<file path="config.mk">
export PLATFORM = sky130hd
export DESIGN_NAME = dpp_top
export DESIGN_NICKNAME = d
export VERILOG_FILES = /design/src/dpp_pkg.sv /design/src/dpp_top.sv /design/src/dpp_strap.sv /design/src/dpp_port.sv
export SDC_FILE = /design/constraint.sdc
export NUM_CORES = 1
export LEC_CHECK = 0
export ABC_AREA = 1
export BUFFER_PORTS_ARGS = -buffer_cell sky130_fd_sc_hd__buf_2
export CORE_MARGIN = 2
export CORE_UTILIZATION = 62
export CTS_BUF_LIST = sky130_fd_sc_hd__clkbuf_8
export CTS_CLUSTER_SIZE = 14
export DETAILED_ROUTE_END_ITERATION = 10
export HOLD_SLACK_MARGIN = 0.03
export PLACE_DENSITY_LB_ADDON = 0.1
export SLEW_MARGIN = 20
export SYNTH_ARGS = -nofsm -noshare
export SYNTH_HDL_FRONTEND = slang
export SYNTH_SLANG_ARGS = --single-unit
</file>
<file path="constraint.sdc">
create_clock -name pclk -period 2.8 [get_ports pclk]
set_input_delay 0.28 -clock pclk [delete_from_list [all_inputs] [get_ports pclk]]
set_output_delay 0.28 -clock pclk [all_outputs]
set_load 0.02 [all_outputs]
</file>
<file path="src/dpp_pkg.sv">
// dpp_pkg: shared constants for the dual port pin control block
// assumes: registers reached over apb, one aligned 32-bit word each
package dpp_pkg;

  localparam int unsigned PORT_W = 8;

  // register byte offsets
  localparam logic [7:0] OFS_BUS_FSEL  = 8'h00;
  localparam logic [7:0] OFS_BUS_DIR   = 8'h04;
  localparam logic [7:0] OFS_BUS_DATA  = 8'h08;
  localparam logic [7:0] OFS_BUS_DATA2 = 8'h0c;
  localparam logic [7:0] OFS_IRQ_FSEL  = 8'h10;
  localparam logic [7:0] OFS_IRQ_DIR   = 8'h14;
  localparam logic [7:0] OFS_IRQ_DATA  = 8'h18;
  localparam logic [7:0] OFS_IRQ_DATA2 = 8'h1c;
  localparam logic [7:0] OFS_STATUS    = 8'h20;

  // status register fields
  localparam int unsigned STAT_DONE_BIT  = 0;
  localparam int unsigned STAT_CKMOD_BIT = 1;

  // reset values
  localparam logic [7:0] FSEL_ALL_FUNC = 8'hff;
  localparam logic [7:0] FSEL_ALL_IO   = 8'h00;
  localparam logic [7:0] DIR_RST       = 8'h00;
  localparam logic [7:0] DATA_RST      = 8'h00;

  // edges after reset release before straps are trusted
  localparam logic [2:0] STRAP_SETTLE = 3'h4;

  typedef enum logic [3:0] {
    DPP_R_BUS_FSEL,
    DPP_R_BUS_DIR,
    DPP_R_BUS_DATA,
    DPP_R_IRQ_FSEL,
    DPP_R_IRQ_DIR,
    DPP_R_IRQ_DATA,
    DPP_R_STATUS,
    DPP_R_NONE
  } dpp_reg_t;

endpackage : dpp_pkg

</file>
<file path="src/dpp_top.sv">
// dpp_top: pin control for a bus control port and an irq port
// assumes: apb master on pclk; pins are plain board levels
//
// The APB register port and the register offsets were decided locally.
`timescale 1ns/1ns
`default_nettype none

// Summary of operation
// - bus port select bit one gives pin to bus control, zero makes it io
// - bus port select loads ones or zeros from its strap at reset end
// - irq port select bit one makes pin an irq input, zero makes it io
// - irq port select loads ones or zeros from its strap at reset end
// - for io pins direction one enables the driver, zero leaves input
// - data writes update a latch driven onto io output pins
// - data reads give pin level for io inputs, latch otherwise
// - each data register answers at two aliased addresses once the straps have loaded
// - bus port direction register is read and written at any time once the straps have loaded
// - clock mode strap has no effect once the straps have loaded
module dpp_top
#(
  parameter int unsigned W = dpp_pkg::PORT_W
)
(
  input  wire logic         pclk,
  input  wire logic         presetn,
  input  wire logic         ce,
  input  wire logic         psel,
  input  wire logic         penable,
  input  wire logic         pwrite,
  input  wire logic [7:0]   paddr,
  input  wire logic [31:0]  pwdata,
  output logic      [31:0]  prdata,
  output logic              pready,
  output logic              pslverr,
  input  wire logic         bus_port_reset_strap,
  input  wire logic         irq_port_reset_strap,
  input  wire logic         clock_mode_strap,
  input  wire logic [W-1:0] bus_port_pin_in,
  output logic      [W-1:0] bus_port_pin_out,
  output logic      [W-1:0] bus_port_pin_oe,
  input  wire logic [W-1:0] irq_port_pin_in,
  output logic      [W-1:0] irq_port_pin_out,
  output logic      [W-1:0] irq_port_pin_oe,
  input  wire logic [W-1:0] bus_ctl_func_out,
  input  wire logic [W-1:0] bus_ctl_func_oe,
  output logic      [W-1:0] bus_ctl_func_in,
  output logic      [W-1:0] irq_req
);

  // address decode shared by read and write paths
  function automatic dpp_pkg::dpp_reg_t dec(input logic [7:0] a);
    unique case (a)
      dpp_pkg::OFS_BUS_FSEL:  dec = dpp_pkg::DPP_R_BUS_FSEL;
      dpp_pkg::OFS_BUS_DIR:   dec = dpp_pkg::DPP_R_BUS_DIR;
      dpp_pkg::OFS_BUS_DATA,
      dpp_pkg::OFS_BUS_DATA2: dec = dpp_pkg::DPP_R_BUS_DATA;
      dpp_pkg::OFS_IRQ_FSEL:  dec = dpp_pkg::DPP_R_IRQ_FSEL;
      dpp_pkg::OFS_IRQ_DIR:   dec = dpp_pkg::DPP_R_IRQ_DIR;
      dpp_pkg::OFS_IRQ_DATA,
      dpp_pkg::OFS_IRQ_DATA2: dec = dpp_pkg::DPP_R_IRQ_DATA;
      dpp_pkg::OFS_STATUS:    dec = dpp_pkg::DPP_R_STATUS;
      default:                dec = dpp_pkg::DPP_R_NONE;
    endcase
  endfunction : dec

  // read value of a data register
  function automatic logic [W-1:0] data_rd(input logic [W-1:0] fsel,
                                           input logic [W-1:0] dir,
                                           input logic [W-1:0] lat,
                                           input logic [W-1:0] lvl);
    data_rd = (~fsel & ~dir & lvl) | ((fsel | dir) & lat);
  endfunction : data_rd

  // select value that a strap level asks for at reset end
  function automatic logic [W-1:0] strap_sel(input logic lvl);
    strap_sel = lvl ? dpp_pkg::FSEL_ALL_FUNC : dpp_pkg::FSEL_ALL_IO;
  endfunction : strap_sel

  logic [W-1:0]  bus_fsel_r, bus_fsel_nxt;
  logic [W-1:0]  bus_dir_r, bus_dir_nxt;
  logic [W-1:0]  bus_data_r, bus_data_nxt;
  logic [W-1:0]  irq_fsel_r, irq_fsel_nxt;
  logic [W-1:0]  irq_dir_r, irq_dir_nxt;
  logic [W-1:0]  irq_data_r, irq_data_nxt;
  logic          done_r, done_nxt;
  logic          ckmod_r, ckmod_nxt;
  logic [31:0]   prdata_r, prdata_nxt;
  logic          pready_r, pready_nxt;
  logic          pslverr_r, pslverr_nxt;
  logic [W-1:0]  func_in_r, func_in_nxt;
  logic [W-1:0]  irq_req_r, irq_req_nxt;
  logic [W-1:0]  bus_fn_oe;
  logic          strap_load;
  logic          bus_strap;
  logic          irq_strap;
  logic          ckmod_strap;
  logic [W-1:0]  bus_lvl;
  logic [W-1:0]  irq_lvl;
  logic          wr_ev;
  dpp_pkg::dpp_reg_t sel;

  dpp_strap u_strap
  (
    .pclk                 (pclk),
    .presetn              (presetn),
    .ce                   (ce),
    .bus_port_reset_strap (bus_port_reset_strap),
    .irq_port_reset_strap (irq_port_reset_strap),
    .clock_mode_strap     (clock_mode_strap),
    .load                 (strap_load),
    .bus_strap            (bus_strap),
    .irq_strap            (irq_strap),
    .ckmod_strap          (ckmod_strap)
  );

  dpp_port #(.W(W)) u_bus_port
  (
    .pclk      (pclk),
    .presetn   (presetn),
    .ce        (ce),
    .pin_in    (bus_port_pin_in),
    .fsel      (bus_fsel_r),
    .dir       (bus_dir_r),
    .data      (bus_data_r),
    .func_out  (bus_ctl_func_out),
    .func_oe   (bus_fn_oe),
    .pin_level (bus_lvl),
    .pin_out   (bus_port_pin_out),
    .pin_oe    (bus_port_pin_oe)
  );

  // irq pins are always inputs while assigned to their function
  dpp_port #(.W(W)) u_irq_port
  (
    .pclk      (pclk),
    .presetn   (presetn),
    .ce        (ce),
    .pin_in    (irq_port_pin_in),
    .fsel      (irq_fsel_r),
    .dir       (irq_dir_r),
    .data      (irq_data_r),
    .func_out  ({W{1'b0}}),
    .func_oe   ({W{1'b0}}),
    .pin_level (irq_lvl),
    .pin_out   (irq_port_pin_out),
    .pin_oe    (irq_port_pin_oe)
  );

  assign sel   = dec(paddr);
  // a write lands at the access edge that sees pready high
  assign wr_ev = psel & penable & pready_r & pwrite;

  // no function drive before the straps have settled each pin's role,
  // since the select reads all ones until then
  always_comb
  begin
    bus_fn_oe = {W{1'b0}};
    if (done_r)
      bus_fn_oe = bus_ctl_func_oe;
  end

  // register file
  always_comb
  begin
    bus_fsel_nxt = bus_fsel_r;
    bus_dir_nxt  = bus_dir_r;
    bus_data_nxt = bus_data_r;
    irq_fsel_nxt = irq_fsel_r;
    irq_dir_nxt  = irq_dir_r;
    irq_data_nxt = irq_data_r;
    done_nxt     = done_r;
    ckmod_nxt    = ckmod_r;
    // strap load wins over a same-cycle bus write
    if (strap_load)
    begin
      bus_fsel_nxt = strap_sel(bus_strap);
      irq_fsel_nxt = strap_sel(irq_strap);
      ckmod_nxt    = ckmod_strap;  // captured once, only read back in status
      done_nxt     = 1'b1;
    end
    else if (wr_ev)
    begin
      unique case (sel)
        dpp_pkg::DPP_R_BUS_FSEL: bus_fsel_nxt = pwdata[W-1:0];
        dpp_pkg::DPP_R_BUS_DIR:  bus_dir_nxt  = pwdata[W-1:0];
        dpp_pkg::DPP_R_BUS_DATA: bus_data_nxt = pwdata[W-1:0];
        dpp_pkg::DPP_R_IRQ_FSEL: irq_fsel_nxt = pwdata[W-1:0];
        dpp_pkg::DPP_R_IRQ_DIR:  irq_dir_nxt  = pwdata[W-1:0];
        dpp_pkg::DPP_R_IRQ_DATA: irq_data_nxt = pwdata[W-1:0];
        // status is read only; writes there and to holes are dropped
        dpp_pkg::DPP_R_STATUS,
        dpp_pkg::DPP_R_NONE:     ;
      endcase
    end
  end

  // all state holds while ce is low
  always_ff @(posedge pclk or negedge presetn)
  begin
    if (!presetn)
    begin
      bus_fsel_r <= dpp_pkg::FSEL_ALL_FUNC;
      bus_dir_r  <= dpp_pkg::DIR_RST;
      bus_data_r <= dpp_pkg::DATA_RST;
      irq_fsel_r <= dpp_pkg::FSEL_ALL_FUNC;
      irq_dir_r  <= dpp_pkg::DIR_RST;
      irq_data_r <= dpp_pkg::DATA_RST;
      done_r     <= 1'b0;
      ckmod_r    <= 1'b0;
    end
    else if (ce)
    begin
      bus_fsel_r <= bus_fsel_nxt;
      bus_dir_r  <= bus_dir_nxt;
      bus_data_r <= bus_data_nxt;
      irq_fsel_r <= irq_fsel_nxt;
      irq_dir_r  <= irq_dir_nxt;
      irq_data_r <= irq_data_nxt;
      done_r     <= done_nxt;
      ckmod_r    <= ckmod_nxt;
    end
  end

  // apb answer: one wait-free access cycle, held off until straps load
  always_comb
  begin
    pready_nxt  = psel & ~pready_r & done_r;
    prdata_nxt  = prdata_r;
    pslverr_nxt = pslverr_r;
    if (pready_nxt)
    begin
      prdata_nxt  = '0;
      pslverr_nxt = 1'b0;
      unique case (sel)
        dpp_pkg::DPP_R_BUS_FSEL: prdata_nxt[W-1:0] = bus_fsel_r;
        dpp_pkg::DPP_R_BUS_DIR:  prdata_nxt[W-1:0] = bus_dir_r;
        dpp_pkg::DPP_R_BUS_DATA: prdata_nxt[W-1:0] =
          data_rd(bus_fsel_r, bus_dir_r, bus_data_r, bus_lvl);
        dpp_pkg::DPP_R_IRQ_FSEL: prdata_nxt[W-1:0] = irq_fsel_r;
        dpp_pkg::DPP_R_IRQ_DIR:  prdata_nxt[W-1:0] = irq_dir_r;
        dpp_pkg::DPP_R_IRQ_DATA: prdata_nxt[W-1:0] =
          data_rd(irq_fsel_r, irq_dir_r, irq_data_r, irq_lvl);
        dpp_pkg::DPP_R_STATUS:
        begin
          prdata_nxt[dpp_pkg::STAT_DONE_BIT]  = done_r;
          prdata_nxt[dpp_pkg::STAT_CKMOD_BIT] = ckmod_r;
        end
        dpp_pkg::DPP_R_NONE:     pslverr_nxt = 1'b1;
      endcase
    end
  end

  always_ff @(posedge pclk or negedge presetn)
  begin
    if (!presetn)
    begin
      prdata_r  <= '0;
      pready_r  <= 1'b0;
      pslverr_r <= 1'b0;
    end
    else if (ce)
    begin
      prdata_r  <= prdata_nxt;
      pready_r  <= pready_nxt;
      pslverr_r <= pslverr_nxt;
    end
  end

  // dedicated function inputs seen only on assigned pins, and only once
  // the straps have settled which pins those are
  always_comb
  begin
    func_in_nxt = {W{1'b0}};
    irq_req_nxt = {W{1'b0}};
    if (done_r)
    begin
      func_in_nxt = bus_lvl & bus_fsel_r;
      irq_req_nxt = irq_lvl & irq_fsel_r;
    end
  end

  always_ff @(posedge pclk or negedge presetn)
  begin
    if (!presetn)
    begin
      func_in_r <= '0;
      irq_req_r <= '0;
    end
    else if (ce)
    begin
      func_in_r <= func_in_nxt;
      irq_req_r <= irq_req_nxt;
    end
  end

  assign prdata          = prdata_r;
  assign pready          = pready_r;
  assign pslverr         = pslverr_r;
  assign bus_ctl_func_in = func_in_r;
  assign irq_req         = irq_req_r;

endmodule : dpp_top
`default_nettype wire

</file>
<file path="src/dpp_strap.sv">
// dpp_strap: samples the reset straps after reset release
// assumes: straps are board levels held steady around reset release
`timescale 1ns/1ns
`default_nettype none
module dpp_strap
(
  input  wire logic pclk,
  input  wire logic presetn,
  input  wire logic ce,
  input  wire logic bus_port_reset_strap,
  input  wire logic irq_port_reset_strap,
  input  wire logic clock_mode_strap,
  output logic      load,
  output logic      bus_strap,
  output logic      irq_strap,
  output logic      ckmod_strap
);

  logic [2:0] s1_r, s2_r, s3_r;
  logic [2:0] s1_nxt, s2_nxt, s3_nxt;
  logic [2:0] cnt_r, cnt_nxt;
  logic       load_r, load_nxt;

  always_comb
  begin
    s1_nxt   = {clock_mode_strap, irq_port_reset_strap,
                bus_port_reset_strap};
    s2_nxt   = s1_r;
    s3_nxt   = s2_r;
    cnt_nxt  = cnt_r;
    load_nxt = 1'b0;
    if (cnt_r != dpp_pkg::STRAP_SETTLE)
    begin
      // counts only while the last two stages agree
      if (s2_r == s3_r)
        cnt_nxt = cnt_r + 3'h1;
      load_nxt = (cnt_r + 3'h1 == dpp_pkg::STRAP_SETTLE) &&
                 (s2_r == s3_r);
    end
  end

  always_ff @(posedge pclk or negedge presetn)
  begin
    if (!presetn)
    begin
      s1_r   <= 3'h7;
      s2_r   <= 3'h7;
      s3_r   <= 3'h7;
      cnt_r  <= 3'h0;
      load_r <= 1'b0;
    end
    else if (ce)
    begin
      s1_r   <= s1_nxt;
      s2_r   <= s2_nxt;
      s3_r   <= s3_nxt;
      cnt_r  <= cnt_nxt;
      load_r <= load_nxt;
    end
  end

  assign load        = load_r;
  assign bus_strap   = s3_r[0];
  assign irq_strap   = s3_r[1];
  assign ckmod_strap = s3_r[2];

endmodule : dpp_strap
`default_nettype wire

</file>
<file path="src/dpp_port.sv">
// dpp_port: pin synchroniser and registered driver for one port
// assumes: fsel, dir, data and function drive come from pclk logic
`timescale 1ns/1ns
`default_nettype none
module dpp_port
#(
  parameter int unsigned W = 8
)
(
  input  wire logic         pclk,
  input  wire logic         presetn,
  input  wire logic         ce,
  input  wire logic [W-1:0] pin_in,
  input  wire logic [W-1:0] fsel,
  input  wire logic [W-1:0] dir,
  input  wire logic [W-1:0] data,
  input  wire logic [W-1:0] func_out,
  input  wire logic [W-1:0] func_oe,
  output logic      [W-1:0] pin_level,
  output logic      [W-1:0] pin_out,
  output logic      [W-1:0] pin_oe
);

  logic [W-1:0] s1_r, s2_r, s3_r, lvl_r;
  logic [W-1:0] lvl_nxt, out_r, out_nxt, oe_r, oe_nxt;

  genvar i;
  generate
    for (i = 0; i < W; i++)
    begin : g_bit
      always_comb
      begin
        lvl_nxt[i] = lvl_r[i];
        if (s2_r[i] == s3_r[i])
          lvl_nxt[i] = s3_r[i];
        if (fsel[i])
        begin
          // dedicated function owns the driver
          out_nxt[i] = func_out[i];
          oe_nxt[i]  = func_oe[i];
        end
        else
        begin
          out_nxt[i] = data[i];
          oe_nxt[i]  = dir[i];
        end
      end
    end
  endgenerate

  always_ff @(posedge pclk or negedge presetn)
  begin
    if (!presetn)
    begin
      s1_r  <= '0;
      s2_r  <= '0;
      s3_r  <= '0;
      lvl_r <= '0;
      out_r <= '0;
      oe_r  <= '0;
    end
    else if (ce)
    begin
      s1_r  <= pin_in;
      s2_r  <= s1_r;
      s3_r  <= s2_r;
      lvl_r <= lvl_nxt;
      out_r <= out_nxt;
      oe_r  <= oe_nxt;
    end
  end

  assign pin_level = lvl_r;
  assign pin_out   = out_r;
  assign pin_oe    = oe_r;

endmodule : dpp_port
`default_nettype wire

</file>
==> results of run 1 <==
==> worst paths after layout <==
kind,slack (ns),end
worst max-delay path,0.99,bus_data_r[1]$_DFFE_PN0P_
worst min-delay path,0.05,u_bus_port.s1_r[5]$_DFFE_PN0P_
worst max register to register,0.99,bus_data_r[1]$_DFFE_PN0P_
worst min register to register,0.47,u_strap.s1_r[1]$_DFFE_PN1P_
max in group asynchronous,1.58,u_strap.s1_r[1]$_DFFE_PN1P_
min in group asynchronous,0.38,u_irq_port.s1_r[4]$_DFFE_PN0P_
==> worst max-delay path, delay by kind of cell (launching register included) <==
kind               cells  cell delay (ns)
AOI/OAI and AO/OA      1             0.06
and+or+nand+nor        3             0.95
DFF                    1             0.68
==> kinds of logic (layout without fill, tap and decap cells) <==
group,count (synthesis),in the layout,share of synthesized area (%)
adders and majority gates,3,3,0.4385
buffers and inverters,134,250,7.746
and+or+nand+nor,447,447,22.42
xor gates and xnor gates,3,3,0.3070
other,1,24,0.04380
DFF,185,185,54.44
AOI/OAI and AO/OA,221,221,14.60
==> stage by stage <==
step	setup WS (ns)	total power, uW	hold WS [ns]	instance area [sq um]	cells
after floorplan	1.307	4545	-0.01559	8647	1017
after global placement	0.9425	5023	0.3191	9151	1258
after detailed placement	0.8981	5080	0.3264	9151	1258
after CTS	1.018	7213	0.04581	9826	1309
after global routing	0.8901	7586	0.07464	9826	1309
final	0.9894	7192	0.05284	9826	1309
==> power by group through the flow <==
stage	Combinational [uW]	Sequential, uW	Clock [uW]
detailed placement	1410	3670	0
global route	1660	3690	2240
floorplan	795	3750	0
global placement	1370	3650	0
finish	1450	3630	2110
CTS	1460	3620	2130
==> per-layer routing <==
metal | vias to the layer above | GRT usage [%]
met5 | - | 0
met4 | 0 | 12.36
met3 | 42 | 4.605
met2 | 222 | 46.38
met1 | 3287 | 40.09
li1 | 3393 | -
==> synthesized netlist by cell type <==
cell type / instances
o31ai_1: 14
o21ai_1: 7
nand2_4: 9
nor2_8: 3
nor2_4: 5
conb_1: 1
nor3_1: 2
nand4_1: 9
clkbuf_1: 24
buf_4: 26
nor3_4: 1
o21ai_2: 29
xnor2_1: 2
nand3_4: 1
nand3_1: 12
dfstp_2: 25
ha_1: 3
buf_12: 1
xor2_1: 1
buf_1: 1
buf_6: 6
nand2_1: 322
inv_2: 1
nand3_2: 1
inv_1: 74
buf_2: 1
nor2_2: 2
nor2_1: 76
nand2_2: 4
o21ai_0: 154
a21oi_1: 17
dfrtp_1: 160
==> final cells by class <==
cell class	count	area [sq um]	area share, %
Clock buffer	19	261.5	2.661
Sequential cell	185	4661	47.43
Inverter	75	282.8	2.878
Clock inverter	13	222.7	2.267
Timing Repair Buffer	143	854.6	8.697
Multi-Input combinational cell	698	3323	33.82
Tap cell	176	220.2	2.241
==> summary.md, run 1 <==
| Metric | Value |
|---|---|
| Clk slew on worst S/H paths | `around 0.09 ns` |
| Hold Path Origin | `bus_port_pin_in[5]` |
| Status | `complete, no violations` |
| Fmax achieved | `552.3 MHz` |
| Worst-case clock buffer depth | `2` |
| Die footprint | `0.01476 sq mm` |
| Largest net degree at the start of global routing | `approximately 70` |
| Hold Fails Final Rpt | `0` |
| P_int | `4904 uW` |
| CORE AREA | `~0.013 sq mm` |
| Inserted Diodes | `0` |
| Starting DRT DRC Count | `603` |
| Critical Path Start | `u_strap.load$_DFFE_PN0P_` |
| First-pass GRT wire length | `32830 um` |
| Number of CTS-inserted buffers | `17` |
| Final TNS setup | `0 ns` |
| Fraction of layout cells with a size suffix above 1 | `20.83%` |
| WP data arrival | `2.16 ns` |
| Slew headroom | `48.43%` |
| Crit share post-route | `64.67%` |
| Least-Margin Pin Slew | `0.7735 ns` |
| Die H | `roughly 120 um` |
| Slowest-stage cell, CP | `dfrtp_1` |
| Critical R2R Launch | `u_strap.load$_DFFE_PN0P_` |
| Metal-1 WL | `8864 um` |
| Max-slew violation count | `0` |
| Post-synth cell types | `32` |
| CP Class | `reg -> reg` |
| Post-synth top area cell | `dfrtp_1` |
| Fill cell total of the finished layout | `~1100` |
| TritonCTS clock tree | `yes` |
| Root buffer cell | `clkbuf_8` |
| Mapped cell area | `0.008561 sq mm` |
| Critical Path RT | `3.15 ns` |
| # rows | `42` |
| Met2 WL | `9560 um` |
| # DRC | `0` |
| Vias per cell | `around 5.3` |
| Seq/Total Area, Yosys | `54.44%` |
| Post-cts resize count | `0` |
| Register-to-Register Path Depth | `4` |
| Vias in the first global route | `approximately 6500` |
| Synth Register Bits | `185` |
| Leak | `0.005031 uW` |
| Synth Area per Inst | `8.612 sq um` |
| Clock skew | `just over 0.009 ns` |
| Die X-Extent | `about 120 um` |
| Max-cap violations | `0` |
| RSZ-0062 raised after global routing | `false` |
| Critical path, cell by cell | `nor3_4, nand2_4, nand2_1, o21ai_2` |
| Final Wtd Congestion | `0.8871` |
| Crit path capture type | `register` |
| Peak VDD IR | `0.5078 mV` |
| Worst Hold Depth | `3` |
| Clock power frac | `29.3%` |
| First-pass detailed-route iteration total | `5` |
| IO Count | `163` |
| Clock Latency Late Sink | `0.46 ns` |
| Max FO, Critical Path | `21` |
| NumNets Final | `approximately 1200` |
| Antenna-violating nets left | `0` |
| Sw frac | `31.81%` |
| Port bufs | `between 100 and 150` |
| Top cell type's share of synthesized area | `between 40% and 50%` |
| Post-synthesis cell count | `between 900 and 1000` |
| Most common cell after layout, fill and taps aside | `nand2_1` |
| Setup violators final | `0` |
| Vias | `6944` |
| Post-DR wirelength/cell | `roughly 15 um` |
| DRT Wirelength | `20180 um` |
| GR Util All Layers | `29.08%` |
| Gr ovfl total | `0` |
| Uppermost layer routed | `met4` |
| Layout area overhead | `14.78%` |
| Logic pwr share | `~20%` |
| Antenna violations before repair | `0` |
| Setup bufs post-CTS | `0` |
| P_sw | `2287 uW` |
| Sequential Power Share | `50.5%` |
| CP startpoint kind | `register` |
| Synth top area cells | `dfrtp_1, nand2_1, o21ai_0, dfstp_2, nor2_1` |
| DP Wirelength | `13980 um` |
| Minimum clock period | `1.811 ns` |
| Commonest non-fill, non-tap cells in the layout | `nand2_1, dfrtp_1, o21ai_0` |
| Metal3 WL | `1093 um` |
| Yosys warnings | `0` |
| Clock sinks | `185` |
| Pwr dens | `732.0 mW/mm^2` |
| Cts hold-fix bufs | `19` |
| Initial Util | `between 60% and 70%` |
| Utilization after layout | `73.61%` |
| Worst path max stage delay | `~0.7 ns` |
| Hold Path Class | `in -> reg` |
| H-tree level count | `4` |
No activity file was read; power rests on OpenSTA's default activity.
==> inputs of run 2 (changes only) <==
- ABC_AREA: 1 -> 0
- CORE_UTILIZATION: 62 -> 52
- clock period: 2.8 -> 1.6 ns (I/O delays scaled with it)
==> run 2 against run 1 <==
Register-to-register slack worse by 1.2 ns. Critical endpoint is now bus_dir_r[0]$_DFFE_PN0P_. Via count is 6.3% lower. The run now ends with setup timing left. Largest power group unchanged. Sequential share of layout area is 3.8 points lower.
==> summary.md, run 2 <==
| Metric | Value |
|---|---|
| Hold Fails Final Rpt | `0 (unchanged)` |
| Clk slew on worst S/H paths | `0.09 ns (about the same)` |
| Inserted Diodes | `0 (unchanged)` |
| Peak VDD IR | `0.5612 mV (+11%)` |
| DRT Wirelength | `21070 um (+4.4%)` |
| Vias per cell | `5.494 (+3.6%)` |
| Port bufs | `114 (unchanged)` |
| Slew headroom | `62.23% (+14 points)` |
| Die H | `132.6 um (+9.1%)` |
| Post-synthesis cell count | `765 (-23%)` |
| # rows | `47 (+12%)` |
| Final Wtd Congestion | `0.8518 (-4.0%)` |
| Max-cap violations | `0 (unchanged)` |
| Fmax achieved | `546.2 MHz (-1.1%)` |
| Number of CTS-inserted buffers | `17 (unchanged)` |
| Worst-case clock buffer depth | `2 (unchanged)` |
| Max FO, Critical Path | `8 (-62%)` |
| GR Util All Layers | `24.67% (-4.4 points)` |
| Minimum clock period | `1.831 ns (+0.02028 ns)` |
| CORE AREA | `0.01635 sq mm (+22%)` |
| Critical path, cell by cell | `nand3_2, or4_4, nor4b_4, buf_6, mux2_4` |
| DP Wirelength | `15000 um (+7.3%)` |
| Post-DR wirelength/cell | `17.78 um (+15%)` |
| Least-Margin Pin Slew | `0.5623 ns (-0.2112 ns)` |
| TritonCTS clock tree | `yes` |
| Post-synth top cells | `dfrtp_1, mux2_2, a21oi_1` |
| Hold_ws | `0.06605 ns (+0.01321 ns)` |
| Worst path max stage delay | `0.48 ns (-0.20 ns)` |
| Overall Power | `12410 uW (+73%)` |
| Mapped cell area | `0.008599 sq mm (+0.45%)` |
| Most numerous cell in the Yosys netlist | `dfrtp_1` |
| First-pass GRT wire length | `34050 um (+3.7%)` |
| Starting DRT DRC Count | `422 (-30%)` |
| RSZ-0062 raised after global routing | `true` |
| Synth Register Bits | `185 (unchanged)` |
| Ys async rst share | `100.0% (unchanged)` |
| Post-synth top area cell | `dfrtp_1` |
| H-tree level count | `4 (unchanged)` |
| Layout area overhead | `24.18%` |
| Crit share post-route | `114.4% (+50 points)` |
| Commonest non-fill, non-tap cells in the layout | `dfrtp_1, buf_2, mux2_2` |
| Design Area, Final | `0.01068 sq mm (+8.7%)` |
| Yosys warnings | `0 (unchanged)` |
| First-pass detailed-route iteration total | `5 (unchanged)` |
| Vias | `6510 (-6.3%)` |
| Most common cell after layout, fill and taps aside | `dfrtp_1` |
| Ys flop type | `dfrtp_1` |
| Setup violators final | `40 (+40)` |
| Worst Hold Depth | `2 (-1)` |
| Clock Latency Late Sink | `0.47 ns (about the same)` |
| Register-to-Register Path Depth | `5 (+1)` |
| Die X-Extent | `132.6 um (+9.1%)` |
| Clock sinks | `185 (unchanged)` |
| WP data arrival | `2.19 ns (+0.03 ns)` |
| Post-synth EDFFs | `0 (unchanged)` |
| Clock skew | `0.01061 ns (+0.001306 ns)` |
| Synth top area cells | `dfrtp_1, mux2_2, dfstp_2, a21oi_1, buf_4` |
| CP Class | `reg -> reg` |
| CP startpoint kind | `register` |
| NumNets Final | `1036 (-14%)` |
| Die footprint | `0.01758 sq mm (+19%)` |
| Slowest-stage cell, CP | `or4_4` |
| Initial Util | `52.60% (-12 points)` |
| Critical Path RT | `1.95 ns (-1.20 ns)` |
| Setup WS post-layout | `-0.2309 ns (-1.220 ns)` |
| Violated checks | `setup timing` |
| Largest net degree at the start of global routing | `89 (+25%)` |
| Post-DP Area | `0.009722 sq mm (+6.2%)` |
| Gr ovfl total | `0 (unchanged)` |
| Hold Path Class | `in -> reg` |
| Top cell type's share of synthesized area | `46.56% (-0.21 points)` |
| IO Count | `163 (unchanged)` |
| Antenna-violating nets left | `0 (unchanged)` |
| Antenna violations before repair | `0 (unchanged)` |
| Pwr dens | `1162 mW/mm^2 (+59%)` |
| Fraction of layout cells with a size suffix above 1 | `37.51% (+17 points)` |
| Status | `finished with violations` |
| # DRC | `0 (unchanged)` |
| Leak | `0.004847 uW (-3.7%)` |
| Root buffer cell | `clkbuf_8` |
| Synth Area per Inst | `11.24 sq um (+31%)` |
| Seq/Total Area, Yosys | `54.20% (-0.25 points)` |
| Crit path capture type | `register` |
| Max-slew violation count | `0 (unchanged)` |
| Post-synth cell types | `47 (+47%)` |
| Vias in the first global route | `6480 (-0.80%)` |
==> run 2: cell types whose count changed in the layout (fill, tap and decap cells not counted), moves of 37 or more <==
cell | previous run | this run
buf_4 | 9 | 50
mux2_2 | 0 | 96
o21ai_0 | 154 | 35
nand2_1 | 322 | 47
inv_1 | 75 | 38
a21oi_1 | 17 | 54
==> run 2: report_power, final <==
group          internal, uW  switching, uW
clock network          1200           1770
logic                  1420           1450
registers              5610            949
==> run 2: final timing paths <==
check | start | endpoint | slack (ns)
worst max-delay path | pready$_DFFE_PN0P_ | bus_dir_r[0]$_DFFE_PN0P_ | -0.23
worst min-delay path | pwdata[6] | irq_dir_r[6]$_DFFE_PN0P_ | 0.07
worst max register to register | pready$_DFFE_PN0P_ | bus_dir_r[0]$_DFFE_PN0P_ | -0.23
worst min register to register | u_irq_port.s3_r[2]$_DFFE_PN0P_ | u_irq_port.pin_level[2]$_DFFE_PN0P_ | 0.49
max in group asynchronous | presetn | bus_fsel_r[7]$_DFFE_PN1P_ | 0.79
min in group asynchronous | presetn | u_irq_port.pin_out[0]$_DFFE_PN0P_ | 0.14
==> run 2: what timing repair did <==
| item | 4_1_cts | 5_1_grt |
|---|---|---|
| pin swaps | 2 | 3 |
| resized for setup | 16 | 8 |
| endpoints found under the hold margin | 219 | 0 |
| buffers inserted | 4 | 5 |
| hold buffers | 39 | 0 |
| endpoints found under the setup margin | 48 | 51 |
==> run 2: critical path, delay by kind of cell (launching register included) <==
kind,cells,cell delay (ns)
and+or+nand+nor,3,0.83
DFF,1,0.37
muxes,1,0.31
buffers and inverters,1,0.20
==> run 2: layout make-up <==
type                            instances  area (sq um)
Timing Repair Buffer                  215          1554
Tap cell                              220         275.3
Inverter                               39         146.4
Clock buffer                           19         261.5
Sequential cell                       185          4661
Fill cell                            1324          5669
Multi-Input combinational cell        494          3672
Clock inverter                         13         108.9
==> run 2: cell families after synthesis <==
family	after synthesis	synth area share [%]
AND/OR/NAND/NOR	187	12.28
flip-flops	185	54.20
AO/OA/AOI/OAI	149	10.36
multiplexers	125	16.25
buffers and inverters	109	5.820
XOR/XNOR	6	0.6111
adder cells (fa/ha/maj)	3	0.4365
other	1	0.04361
==> run 2: layer usage <==
metal | GRT usage [%] | share of wire [%] | vias up
li1 | - | - | 3031
met1 | 35.25 | 46 | 3232
met2 | 38.31 | 46 | 212
met3 | 4.023 | 5.3 | 35
met4 | 9.080 | 2.3 | 0
met5 | 0 | 0 | -
==> run 2: per-stage QoR <==
step	cells	utilization (%)	setup TNS (ns)	setup slack, ns
floorplan	788	-	-21.78	-0.6328
global placement	1106	59.47	-26.69	-0.6515
detailed placement	1106	59.47	-27.63	-0.6828
CTS	1181	64.79	-7.341	-0.2330
global route	1185	65.32	-10.15	-0.3194
finish	1185	65.32	-7.266	-0.2309
==> inputs of run 3 (changes only) <==
- BUFFER_PORTS_ARGS: -buffer_cell sky130_fd_sc_hd__buf_2 -> -buffer_cell sky130_fd_sc_hd__buf_4
- CORE_ASPECT_RATIO: not set -> 1.5
==> run 3 against run 2 <==
The run still ends with setup timing left. Utilization is 3.1 points higher. First-iteration DRC count rose by 2.4%. Die area increased by 0.12%. Fmax decreased by 2.5%. Clock power is 2% higher. Sequential share of layout area shrank 1.6 points. Critical path depth increased by 1. Count of clock-buffer cells in the layout decreased by 2. Via count increased by 0.65%.
==> summary.md, run 3 (synthesis gave the netlist of run 2 again) <==
| Metric | Value |
|---|---|
| Gr ovfl total | `0 (unchanged)` |
| Critical path, cell by cell | `nand3_2, or4_4, buf_4, nor3_4, buf_12, mux2_4` |
| Sw frac | `33.62% (about the same)` |
| Sequential Power Share | `51.5% (-1.4 points)` |
| Worst-case clock buffer depth | `2 (unchanged)` |
| Post-DR wirelength/cell | `18.17 um (+2.2%)` |
| R2r endpoint | `irq_dir_r[4]$_DFFE_PN0P_` |
| H-tree level count | `4 (unchanged)` |
| Max-slew violation count | `0 (unchanged)` |
| Logic pwr share | `24.5% (+1.4 points)` |
| Clk slew on worst S/H paths | `0.10 ns (about the same)` |
| Max FO, Critical Path | `7 (-1)` |
| Post-route non-filler standard cell count | `1188 (+0.25%)` |
| Peak VDD IR | `0.5934 mV (+5.8%)` |
| Status | `finished with violations` |
| Register-to-Register Path Depth | `6 (+1)` |
| Antenna violations before repair | `0 (unchanged)` |
| Setup violators final | `39 (-2.5%)` |
| CORE AREA | `0.01619 sq mm (-0.97%)` |
| Crit path capture type | `register` |
| NumNets Final | `1053 (+1.6%)` |
| Slew headroom | `50.66% (-12 points)` |
| Fraction of layout cells with a size suffix above 1 | `37.98% (+0.47 points)` |
| Reg2Reg Setup Slack | `-0.28 ns (-0.05 ns)` |
| Clock power frac | `24.0% (about the same)` |
| Vias | `6552 (+0.65%)` |
| DP Wirelength | `15360 um (+2.4%)` |
| Setup WS post-layout | `-0.2782 ns (-0.04730 ns)` |
| Critical Path RT | `1.94 ns (about the same)` |
| Worst path max stage delay | `0.49 ns (about the same)` |
| Fmax achieved | `532.4 MHz (-2.5%)` |
| # rows | `57 (+21%)` |
| Slowest-stage cell, CP | `or4_4` |
| Vias per cell | `5.515 (+0.39%)` |
| Least-Margin Pin Slew | `0.7402 ns (+0.1779 ns)` |
| Hold Path Origin | `paddr[4]` |
| First-pass GRT wire length | `34180 um (+0.36%)` |
| Most common cell after layout, fill and taps aside | `buf_4` |
| Clock sinks | `185 (unchanged)` |
| Hold Path Class | `in -> reg` |
| CP startpoint kind | `register` |
| Root buffer cell | `clkbuf_8` |
| Post-DP Area | `0.01009 sq mm (+3.8%)` |
| Die X-Extent | `109 um (-18%)` |
| P_int | `8393 uW (+2.0%)` |
| RSZ-0062 raised after global routing | `true` |
| Critical R2R Launch | `pready$_DFFE_PN0P_` |
| Layout area overhead | `28.85%` |
| WP data arrival | `2.22 ns (+0.03 ns)` |
| Clock Latency Late Sink | `0.46 ns (about the same)` |
| Port bufs | `114 (unchanged)` |
| Hold Path End | `prdata[1]$_DFFE_PN0P_` |
| Antenna-violating nets left | `0 (unchanged)` |
| Die footprint | `0.01760 sq mm (+0.12%)` |
| DRT Wirelength | `21580 um (+2.4%)` |
| Inserted Diodes | `0 (unchanged)` |
| Commonest non-fill, non-tap cells in the layout | `buf_4, dfrtp_1, mux2_2` |
| Utilization after layout | `68.44% (+3.1 points)` |
| Dpl ws | `-0.7391 ns (-0.05630 ns)` |
| Minimum clock period | `1.878 ns (+0.04730 ns)` |
| Vias in the first global route | `6649 (+2.6%)` |
| Largest net degree at the start of global routing | `77 (-13%)` |
| Leak | `0.004991 uW (+3.0%)` |
| P_sw | `4251 uW (+1.8%)` |
| Dpl cells | `1104 (-0.18%)` |
| GR Util All Layers | `25.15% (+0.49 points)` |
| IO Count | `163 (unchanged)` |
| Overall Power | `12640 uW (+1.9%)` |
| CP Class | `reg -> reg` |
| # DRC | `0 (unchanged)` |
| Die H | `161.5 um (+22%)` |
| Crit share post-route | `117.4% (+3.0 points)` |
| Number of CTS-inserted buffers | `17 (unchanged)` |
| Violated checks | `setup timing` |
| Initial Util | `53.12% (+0.52 points)` |
| Clock skew | `0.01611 ns (+0.005496 ns)` |
| Max-cap violations | `0 (unchanged)` |
| First-pass detailed-route iteration total | `5 (unchanged)` |
| TritonCTS clock tree | `yes` |
| Starting DRT DRC Count | `432 (+2.4%)` |
| Design Area, Final | `0.01108 sq mm (+3.8%)` |
| Hold Fails Final Rpt | `0 (unchanged)` |
| Worst Hold Depth | `3 (+1)` |
| Pwr dens | `1141 mW/mm^2 (-1.8%)` |
| Final Wtd Congestion | `0.8788 (+3.2%)` |
run 3: timing repair:
action	CTS	global route
hold endpoints to repair	197	0
pin swaps	2	0
buffers inserted	4	4
hold buffers	44	0
resized for setup	15	5
setup endpoints to repair	48	50
run 3: worst max-delay path, delay by kind of cell, from the launching register on:
family	cells	cell delay, ns
DFF	1	0.37
muxes	1	0.30
and+or+nand+nor	3	0.76
buffers and inverters	2	0.34
run 3: worst max path at each step:
stage,from,slack (ns),endpoint
6_report,pready$_DFFE_PN0P_,-0.28,irq_dir_r[4]$_DFFE_PN0P_
2_1_floorplan,paddr[1],-0.63,irq_data_r[0]$_DFFE_PN0P_
4_1_cts,pready$_DFFE_PN0P_,-0.29,bus_data_r[7]$_DFFE_PN0P_
3_5_place_dp,paddr[1],-0.74,bus_data_r[6]$_DFFE_PN0P_
3_3_place_gp,paddr[1],-0.72,bus_data_r[1]$_DFFE_PN0P_
5_1_grt,pready$_DFFE_PN0P_,-0.33,bus_data_r[4]$_DFFE_PN0P_
run 3: per-stage QoR:
stage               hold slack [ns]  TNS [ns]
finish                       0.1111    -8.008
global route                 0.1055    -10.03
CTS                         0.08791    -7.282
detailed placement           0.1273    -30.26
global placement             0.1183    -28.75
floorplan                   -0.1356    -21.78
run 3: power groups by stage:
stage	clock [uW]	sequential [uW]	combinational [uW]
after global placement	0	6540	2830
after CTS	3140	6500	3040
final	3040	6510	3090
after global routing	3330	6630	3360
after detailed placement	0	6590	2930
after floorplan	0	6370	1780
run 3: cell type report:
cell class | count | area [sq um]
multi-input combinational | 494 | 3661
clock buffer | 17 | 234.0
inverter | 39 | 146.4
timing repair buffer | 232 | 1962
sequential | 185 | 4661
clock inverter | 15 | 158.9
tap | 206 | 257.7
fill | 1213 | 5109
run 3: routing by layer:
| metal | routed length [um] | track usage [%] | vias to the layer above | share of wire, % |
|---|---|---|---|---|
| li1 | - | - | 3054 | - |
| met1 | 9140 | 33.59 | 3255 | 42 |
| met2 | 10870 | 41.56 | 211 | 50 |
| met3 | 1129 | 4.358 | 32 | 5.2 |
| met4 | 445 | 7.984 | 0 | 2.1 |
| met5 | 0 | 0 | - | 0 |
